### src/sfl_params.svh
// constants of the serial flash command block
`ifndef SFL_PARAMS_SVH
`define SFL_PARAMS_SVH
`define SFL_CMD_ID        8'h90
`define SFL_CMD_LATCH_SET 8'h06
`define SFL_CMD_LATCH_CLR 8'h04
`define SFL_CMD_STAT_RD   8'h05
`define SFL_CMD_STAT_WR   8'h01
`define SFL_CMD_READ      8'h03
`define SFL_CMD_FAST      8'h0B
`define SFL_CMD_DUAL_OUT  8'h3B
`define SFL_CMD_DUAL_IO   8'hBB
`define SFL_CMD_QUAD_OUT  8'h6B
`define SFL_CMD_MODE_EXIT 8'hFF
`define SFL_ADDR_W        22
`define SFL_ADDR_BITS     5'h18
`define SFL_DUMMY_CLKS    5'h08
`define SFL_MODE_BITS     5'h08
`define SFL_BYTE_BITS     5'h08
`define SFL_MODE_CONT     4'hA
`define SFL_SR_BUSY       0
`define SFL_SR_LATCH      1
`define SFL_SR_BP_LO      2
`define SFL_SR_LOCK       7
`endif

### src/sfl_pkg.sv
// types of the serial flash command block
`default_nettype none
package sfl_pkg;
  typedef enum logic [2:0] {
    SFL_IDLE, SFL_CMD, SFL_ADDR, SFL_MODE,
    SFL_DUMMY, SFL_STAT_WR, SFL_OUT, SFL_IGNORE
  } sfl_state_e;
  typedef enum logic [1:0] {
    SFL_K_ARRAY, SFL_K_ID, SFL_K_STATUS
  } sfl_kind_e;
endpackage
`default_nettype wire

### src/sfl_device.sv
// serial flash command sequencer, device side
`timescale 1ns/1ns
`default_nettype none
`include "sfl_params.svh"
module sfl_device
  import sfl_pkg::*;
#(
  parameter int         ADDR_W        = `SFL_ADDR_W,
  parameter logic [7:0] MAKER_CODE_1  = 8'hA5, // arbitrary value
  parameter logic [7:0] MAKER_CODE_2  = 8'h5A, // arbitrary value
  parameter logic [7:0] DEVICE_CODE_1 = 8'h3C  // arbitrary value
)(
  // clock and reset
  input  wire logic              mclk,
  input  wire logic              rstn,
  // serial link
  input  wire logic              sck,
  input  wire logic              cs_n,
  input  wire logic              data_line_0_in,
  output logic                   data_line_0_out,
  output logic                   data_line_0_oe_n,
  input  wire logic              data_line_1_in,
  output logic                   data_line_1_out,
  output logic                   data_line_1_oe_n,
  output logic                   data_line_2_out,
  output logic                   data_line_2_oe_n,
  output logic                   data_line_3_out,
  output logic                   data_line_3_oe_n,
  // array read port
  output logic [ADDR_W-1:0]      mem_addr,
  input  wire logic [7:0]        mem_data,
  // internal write engine
  input  wire logic              write_in_progress_flag,
  input  wire logic              op_done,
  // status bits
  output logic                   write_enable_latch,
  output logic                   block_protect_3,
  output logic                   block_protect_2,
  output logic                   block_protect_1,
  output logic                   block_protect_0,
  output logic                   status_lock_bit,
  output logic                   continuous_mode
);

  // ----------------------------------------------------------
  // synchronisers and edge detection
  // ----------------------------------------------------------
  logic [2:0] sck_sync_q;
  logic [2:0] csn_sync_q;
  logic [1:0] d0_sync_q;
  logic [1:0] d1_sync_q;

  always_ff @(posedge mclk or negedge rstn)
  begin
    if (!rstn)
    begin
      sck_sync_q <= 3'h0;
      csn_sync_q <= 3'h7;
      d0_sync_q  <= 2'h0;
      d1_sync_q  <= 2'h0;
    end
    else
    begin
      sck_sync_q <= {sck_sync_q[1:0], sck};
      csn_sync_q <= {csn_sync_q[1:0], cs_n};
      d0_sync_q  <= {d0_sync_q[0], data_line_0_in};
      d1_sync_q  <= {d1_sync_q[0], data_line_1_in};
    end
  end

  wire sck_rise = sck_sync_q[1] & ~sck_sync_q[2];
  wire sck_fall = ~sck_sync_q[1] & sck_sync_q[2];
  wire selected = ~csn_sync_q[1];
  wire sel_start = selected & csn_sync_q[2];
  wire in0 = d0_sync_q[1];
  wire in1 = d1_sync_q[1];
  wire busy = write_in_progress_flag;

  // ----------------------------------------------------------
  // state
  // ----------------------------------------------------------
  sfl_state_e      st_q;
  sfl_kind_e       kind_q;
  logic [7:0]      cmd_q;
  logic [23:0]     a_q;
  logic [ADDR_W-1:0] addr_q;
  logic [4:0]      cnt_q;
  logic [2:0]      in_w_q;
  logic [2:0]      out_w_q;
  logic            fast_q;
  logic            dio_q;
  logic            cont_q;
  logic            a0_q;
  logic [1:0]      idx_q;
  logic [2:0]      ocnt_q;
  logic [7:0]      sh_q;
  logic [3:0]      io_q;
  logic            drive_q;
  logic            latch_q;
  logic [3:0]      bp_q;
  logic            lock_q;

  // ----------------------------------------------------------
  // decoding and selection
  // ----------------------------------------------------------
  wire [7:0]  cmd_byte = {cmd_q[6:0], in0};
  wire [4:0]  cnt_nx   = cnt_q + {2'h0, in_w_q};
  wire [4:0]  cnt_one  = cnt_q + 5'h01;
  wire [23:0] a_nx     = dio_q ? {a_q[21:0], in1, in0}
                               : {a_q[22:0], in0};
  wire        id_first = (idx_q == 2'h0) ^ a0_q;
  wire [7:0]  id_byte  = (idx_q == 2'h2) ? MAKER_CODE_2
                       : id_first ? MAKER_CODE_1 : DEVICE_CODE_1;
  wire [7:0]  st_byte  = {lock_q, 1'b0, bp_q, latch_q, busy};
  wire [7:0]  src_byte = (kind_q == SFL_K_ID) ? id_byte
                       : (kind_q == SFL_K_STATUS) ? st_byte
                       : mem_data;
  wire [7:0]  out_byte = (ocnt_q == 3'h0) ? src_byte : sh_q;
  wire [3:0]  chunk    = (out_w_q == 3'h4) ? out_byte[7:4]
                       : (out_w_q == 3'h2) ?
                         {2'h0, out_byte[7], out_byte[6]}
                       : {2'h0, out_byte[7], 1'b0};
  wire [3:0]  line_use = (out_w_q == 3'h4) ? 4'hF
                       : (out_w_q == 3'h2) ? 4'h3 : 4'h2;
  wire [3:0]  oe_n     = ~(line_use & {4{drive_q}});
  wire        byte_end = (ocnt_q == 3'h0);

  // ----------------------------------------------------------
  // command engine
  // ----------------------------------------------------------
  always_ff @(posedge mclk or negedge rstn)
  begin
    if (!rstn)
    begin
      st_q    <= SFL_IDLE;
      kind_q  <= SFL_K_ARRAY;
      cmd_q   <= 8'h00;
      a_q     <= 24'h000000;
      addr_q  <= '0;
      cnt_q   <= 5'h00;
      in_w_q  <= 3'h1;
      out_w_q <= 3'h1;
      fast_q  <= 1'b0;
      dio_q   <= 1'b0;
      cont_q  <= 1'b0;
      a0_q    <= 1'b0;
      idx_q   <= 2'h0;
      ocnt_q  <= 3'h0;
      sh_q    <= 8'h00;
      io_q    <= 4'h0;
      drive_q <= 1'b0;
      latch_q <= 1'b0;
      bp_q    <= 4'h0;
      lock_q  <= 1'b0;
    end
    else
    begin
      if (op_done)
        latch_q <= 1'b0;
      if (!selected)
      begin
        st_q    <= SFL_IDLE;
        drive_q <= 1'b0;
        cnt_q   <= 5'h00;
      end
      else if (sel_start)
      begin
        cnt_q   <= 5'h00;
        ocnt_q  <= 3'h0;
        idx_q   <= 2'h0;
        kind_q  <= SFL_K_ARRAY;
        fast_q  <= 1'b0;
        if (cont_q && !busy)
        begin
          st_q    <= SFL_ADDR;
          dio_q   <= 1'b1;
          in_w_q  <= 3'h2;
          out_w_q <= 3'h2;
        end
        else
        begin
          st_q    <= busy && cont_q ? SFL_IGNORE : SFL_CMD;
          dio_q   <= 1'b0;
          in_w_q  <= 3'h1;
          out_w_q <= 3'h1;
        end
      end
      else if (sck_rise)
      begin
        case (st_q)
          SFL_CMD:
          begin
            cmd_q <= cmd_byte;
            cnt_q <= cnt_one;
            if (cnt_q == 5'h07)
            begin
              cnt_q <= 5'h00;
              st_q  <= SFL_IGNORE;
              if (busy && cmd_byte != `SFL_CMD_STAT_RD)
                st_q <= SFL_IGNORE;
              else if (cmd_byte == `SFL_CMD_LATCH_SET)
                latch_q <= 1'b1;
              else if (cmd_byte == `SFL_CMD_LATCH_CLR)
                latch_q <= 1'b0;
              else if (cmd_byte == `SFL_CMD_STAT_RD)
              begin
                kind_q <= SFL_K_STATUS;
                st_q   <= SFL_OUT;
              end
              else if (cmd_byte == `SFL_CMD_STAT_WR)
                st_q <= latch_q ? SFL_STAT_WR : SFL_IGNORE;
              else if (cmd_byte == `SFL_CMD_ID)
              begin
                kind_q <= SFL_K_ID;
                st_q   <= SFL_ADDR;
              end
              else if (cmd_byte == `SFL_CMD_READ)
                st_q <= SFL_ADDR;
              else if (cmd_byte == `SFL_CMD_FAST)
              begin
                fast_q <= 1'b1;
                st_q   <= SFL_ADDR;
              end
              else if (cmd_byte == `SFL_CMD_DUAL_OUT)
              begin
                fast_q  <= 1'b1;
                out_w_q <= 3'h2;
                st_q    <= SFL_ADDR;
              end
              else if (cmd_byte == `SFL_CMD_QUAD_OUT)
              begin
                fast_q  <= 1'b1;
                out_w_q <= 3'h4;
                st_q    <= SFL_ADDR;
              end
              else if (cmd_byte == `SFL_CMD_DUAL_IO)
              begin
                dio_q   <= 1'b1;
                in_w_q  <= 3'h2;
                out_w_q <= 3'h2;
                st_q    <= SFL_ADDR;
              end
              else if (cmd_byte == `SFL_CMD_MODE_EXIT)
                cont_q <= 1'b0;
            end
          end
          SFL_ADDR:
          begin
            a_q   <= a_nx;
            cnt_q <= cnt_nx;
            if (cnt_nx == `SFL_ADDR_BITS)
            begin
              cnt_q  <= 5'h00;
              addr_q <= a_nx[ADDR_W-1:0];
              a0_q   <= a_nx[0];
              if (kind_q == SFL_K_ID)
                st_q <= SFL_OUT;
              else if (dio_q)
                st_q <= SFL_MODE;
              else if (fast_q)
                st_q <= SFL_DUMMY;
              else
                st_q <= SFL_OUT;
            end
          end
          SFL_MODE:
          begin
            a_q   <= a_nx;
            cnt_q <= cnt_nx;
            if (cnt_nx == `SFL_MODE_BITS)
            begin
              cont_q <= (a_nx[7:4] == `SFL_MODE_CONT);
              st_q   <= SFL_OUT;
            end
          end
          SFL_DUMMY:
          begin
            cnt_q <= cnt_one;
            if (cnt_one == `SFL_DUMMY_CLKS)
              st_q <= SFL_OUT;
          end
          SFL_STAT_WR:
          begin
            cmd_q <= cmd_byte;
            cnt_q <= cnt_one;
            if (cnt_one == `SFL_BYTE_BITS)
            begin
              bp_q   <= cmd_byte[`SFL_SR_BP_LO+3:`SFL_SR_BP_LO];
              lock_q <= cmd_byte[`SFL_SR_LOCK];
              latch_q <= 1'b0;
              st_q   <= SFL_IGNORE;
            end
          end
          default:
          begin
          end
        endcase
      end
      else if (sck_fall && st_q == SFL_OUT)
      begin
        drive_q <= 1'b1;
        io_q    <= chunk;
        sh_q    <= out_byte << out_w_q;
        ocnt_q  <= ocnt_q + out_w_q;
        if (byte_end && kind_q == SFL_K_ARRAY)
          addr_q <= addr_q + 1'b1;
        if (byte_end && kind_q == SFL_K_ID)
          idx_q <= (idx_q == 2'h2) ? 2'h0 : idx_q + 2'h1;
      end
    end
  end

  // ----------------------------------------------------------
  // outputs
  // ----------------------------------------------------------
  assign data_line_0_out  = io_q[0];
  assign data_line_1_out  = io_q[1];
  assign data_line_2_out  = io_q[2];
  assign data_line_3_out  = io_q[3];
  assign data_line_0_oe_n = oe_n[0];
  assign data_line_1_oe_n = oe_n[1];
  assign data_line_2_oe_n = oe_n[2];
  assign data_line_3_oe_n = oe_n[3];
  assign mem_addr           = addr_q;
  assign write_enable_latch = latch_q;
  assign block_protect_3    = bp_q[3];
  assign block_protect_2    = bp_q[2];
  assign block_protect_1    = bp_q[1];
  assign block_protect_0    = bp_q[0];
  assign status_lock_bit    = lock_q;
  assign continuous_mode    = cont_q;

endmodule // sfl_device
`default_nettype wire

### config.mk
export PLATFORM = sky130hd
export DESIGN_NAME = sfl_device
export DESIGN_NICKNAME = d
export VERILOG_FILES = /design/src/sfl_pkg.sv /design/src/sfl_device.sv
export VERILOG_INCLUDE_DIRS = /design/src
export SDC_FILE = /design/constraint.sdc
export NUM_CORES = 1
export LEC_CHECK = 0
export ABC_AREA = 1
export BUFFER_PORTS_ARGS = -buffer_cell sky130_fd_sc_hd__buf_2
export CAP_MARGIN = 20
export CORE_MARGIN = 2
export CORE_UTILIZATION = 27
export CTS_BUF_LIST = sky130_fd_sc_hd__clkbuf_8
export CTS_CLUSTER_DIAMETER = 40
export DETAILED_ROUTE_END_ITERATION = 12
export PLACE_DENSITY = 0.45
export RECOVER_POWER = 25
export SKIP_CTS_REPAIR_TIMING = 1
export SYNTH_ARGS = -nofsm -noshare
export SYNTH_HDL_FRONTEND = slang
export SYNTH_SLANG_ARGS = --single-unit
### constraint.sdc
create_clock -name mclk -period 2.8 [get_ports mclk]
set_input_delay 0 -clock mclk [delete_from_list [all_inputs] [get_ports mclk]]
set_output_delay 0 -clock mclk [all_outputs]
set_load 0.01 [all_outputs]
==> impl_metrics.json <==
{
  "largest_net_degree_at_the_start_of_global_routing": 52,
  "path_delay_family": "simple AND/OR/NAND/NOR gates",
  "antenna_found_initial": 0,
  "placedInstanceArea_um2": 7120,
  "whs_path_depth": 5,
  "worstSetupPathDepth": 11,
  "die_area_um2": 25200,
  "timing.critical_path.fanout_max": 29,
  "maxClockFrequency_mhz": 403,
  "path_clk_slew_ns": 0.11,
  "overflow": 0,
  "cts_max_level": 3,
  "cts_num_sinks": 102,
  "holdCritPathClass": "primary input to register",
  "synth.yosys.seq_area_share_pct": 39.6,
  "synth.avg_cell_area_um2": 6.73,
  "synth_flop_cell": "sky130_fd_sc_hd__dfrtp_1",
  "max-clock-path-buffers": 2,
  "worst_skew_pair.late_latency_ns": 0.39,
  "grt_use_total_pct": 15.0,
  "whs_endpoint": "st_q[2]$_DFFE_PN0P_",
  "post-route-cell-area_um2": 7370,
  "worstMarginPinSlew_ns": 1.41,
  "timing.critical_path.from_type": "register",
  "reg2reg_setup_slack_ns": 0.32,
  "routed-via-count": 6119,
  "post-synth-top-area-cell": "sky130_fd_sc_hd__dfrtp_1",
  "first_pass_grt_wire_length_um": 30800,
  "leakage_nw": 3.50,
  "power_mw": 4.41,
  "setup_tns_ns": 0,
  "synth.cells.most_frequent": "sky130_fd_sc_hd__nand2_1 (316), sky130_fd_sc_hd__inv_1 (131), sky130_fd_sc_hd__o21ai_0 (109)",
  "detail_route.wl_per_cell_um": 13.8,
  "die_y_um": 159,
  "num_antenna_cells": 0,
  "final_core_util_pct": 31.4,
  "run_status": "finished, final reports clean",
  "drtAntennaViolNets": 0,
  "power.density_cell_area_nw_per_um2": 598,
  "timing.rr.start": "in_w_q[0]$_DFFE_PN1P_",
  "layout_min_cycle_time_ns": 2.48,
  "worst_slew_margin_rel_pct": 6.33,
  "postSynthRegisterBits": 102,
  "critical_path_arrival_ns": 2.76,
  "drcViolationCount": 0,
  "routed_wl_um": 18500,
  "synth_nets": 986,
  "report.final.slew_viol_count": 0,
  "synth.yosys.warnings": 0,
  "via_count_of_the_first_global_routing_pass": 5897,
  "timing.critical_path.to_type": "register",
  "worstPathCellList": "ha_1, inv_1, fa_1, nand2_1, nor3_2, nand4_1, nand2_2, buf_12, inv_2, nand2_1, o21ai_1",
  "clock_tree_from_tritoncts": "yes",
  "std_cell_rows": 56,
  "critical_path.reg2reg.endpoint": "mem_addr[0]$_DFFE_PN0P_",
  "yosysUniqueCellTypes": 43,
  "worstPathBufferInverterCount": 3,
  "netlist_area_um2": 6460,
  "hpwl_um": 14100,
  "critPathSlowestCell": "sky130_fd_sc_hd__dfstp_2",
  "critical_path.most_common_cell": "sky130_fd_sc_hd__nand2_1",
  "setup_repair_after_global_routing_missed_its_margin": "false",
  "critPathRequiredTime_ns": 3.07,
  "asyncSetResetFlopFracSynth_pct": 100,
  "worst_r2r_path_depth": 11,
  "vias_per_cell": 4.55,
  "post_route_cells_drive_above_1_share_pct": 11.1,
  "cts_root_buf": "sky130_fd_sc_hd__clkbuf_8",
  "gpl.final_weighted_congestion": 0.861,
  "numCtsBuffers": 9,
  "layout_worst_path_cycle_share_pct": 88.7,
  "portBuffers": 52,
  "timing.final.setup_violations": 0,
  "final_hold_violation_count": 0,
  "yosys-top-cells-area": "sky130_fd_sc_hd__dfrtp_1 (38%), sky130_fd_sc_hd__nand2_1 (18%), sky130_fd_sc_hd__o21ai_0 (8.4%)",
  "firstDrtPassIters": 5,
  "setup.worst_path.class": "register to register",
  "timing.clock.skew_ns": 0.0154,
  "overall_die_width_um": 159,
  "netlist_instances": 961,
  "synthDominantCellAreaShare_pct": 37.6,
  "min-delay-start": "write_in_progress_flag",
  "max-cap-violations": 0,
  "critPathMaxStageDelay_ns": 0.55,
  "initial_utilization_pct": 27.5,
  "worst_case_vdd_ir_drop_mv": 0.222,
  "nets": 1046,
  "coreArea_um2": 23500,
  "synth_most_common_cell": "sky130_fd_sc_hd__nand2_1",
  "design.portCount": 53,
  "count_of_flip_flops_with_a_built_in_enable_after_synthesis": 0,
  "placedCellCount": 1323,
  "layout.cells.non_filler": 1345,
  "area_growth_pct": 14.0,
  "dr.first_iter.drc_count": 385
}
-- tightest hold or removal path, cell delays in order --
cell and delay (ns):
sky130_fd_sc_hd__buf_2 0.12, sky130_fd_sc_hd__nand3_1 0.07, sky130_fd_sc_hd__o21ai_0 0.08, sky130_fd_sc_hd__nand3_1 0.07
sky130_fd_sc_hd__nand2_1 0.05
-- cell type report --
class	count	area, um2
Fill cell	2581	16100
Multi-Input combinational cell	700	3270
Sequential cell	102	2560
Inverter	138	520
Timing Repair Buffer	70	434
Tap cell	319	399
Clock buffer	10	138
Clock inverter	6	52.6
-- worst max path at each step --
stage / end / start / slack, ns
final: mem_addr[0]$_DFFE_PN0P_ / in_w_q[0]$_DFFE_PN1P_ / 0.32
after global routing: mem_addr[5]$_DFFE_PN0P_ / in_w_q[0]$_DFFE_PN1P_ / 0.03
after CTS: mem_addr[0]$_DFFE_PN0P_ / in_w_q[0]$_DFFE_PN1P_ / 0.31
after detailed placement: mem_addr[0]$_DFFE_PN0P_ / in_w_q[0]$_DFFE_PN1P_ / 0.34
after global placement: mem_addr[0]$_DFFE_PN0P_ / in_w_q[0]$_DFFE_PN1P_ / 0.39
after floorplan: mem_addr[18]$_DFFE_PN0P_ / in_w_q[0]$_DFFE_PN1P_ / 0.62
-- registers in the layout (all words and copies together), names as in the netlist, 2 cells and up --
name and count:
idx_q 2, a_q 21, bp_q 4, mem_addr 22, sh_q 8, ocnt_q 3
sck_sync_q 3, io_q 4, d0_sync_q 2, out_w_q 3, in_w_q 2, kind_q 2
d1_sync_q 2, csn_sync_q 3, st_q 3, cnt_q 5, cmd_q 7
-- stage by stage --
step,hold WS [ns],setup WS [ns]
after floorplan,-0.296,0.623
after global placement,0.106,0.390
after detailed placement,0.108,0.336
after CTS,-0.332,0.305
after global routing,0.0597,0.0263
final,0.0365,0.317
-- layout by cell type, fill, tap and decap left out, types with 6 or more instances in the layout --
cell / n
sky130_fd_sc_hd__nor2_1: 81
sky130_fd_sc_hd__clkbuf_8: 10
sky130_fd_sc_hd__a21oi_1: 25
sky130_fd_sc_hd__nand2_1: 316
sky130_fd_sc_hd__nand4_1: 9
sky130_fd_sc_hd__dlygate4sd3_1: 6
sky130_fd_sc_hd__buf_4: 10
sky130_fd_sc_hd__dfrtp_1: 97
sky130_fd_sc_hd__inv_1: 131
sky130_fd_sc_hd__nor2_2: 6
sky130_fd_sc_hd__nand3_1: 78
sky130_fd_sc_hd__nor3_1: 19
sky130_fd_sc_hd__buf_2: 50
sky130_fd_sc_hd__ha_1: 7
sky130_fd_sc_hd__o21ai_0: 109
sky130_fd_sc_hd__inv_2: 6
sky130_fd_sc_hd__or2_2: 6
sky130_fd_sc_hd__o21ai_1: 7
-- logic make-up (layout without fill, tap and decap cells) --
logic type / Yosys count / after routing / synth area share [%]
DFF: 102 / 102 / 39.6
xor gates and xnor gates: 4 / 4 / 0.542
and+or+nand+nor: 532 / 532 / 35.4
buffers and inverters: 159 / 224 / 9.85
adders and majority gates: 9 / 9 / 1.97
AOI/OAI and AO/OA: 155 / 155 / 12.6
-- power by group --
group	switching [mW]	leakage [nW]	total, mW	internal, mW
clock network	0.591	0.0914	0.954	0.363
logic	0.998	2.09	1.51	0.508
registers	0.250	1.32	1.95	1.70
total	1.84	3.50	4.41	2.57
-- metal layers --
metal,track usage [%],routed length [um],vias up
met3,2.06,705,19
met5,0,0,-
met1,22.1,9550,2813
met2,22.7,7940,105
li1,-,-,3182
met4,4.75,320,0
Power figures use the tool's default switching activity.
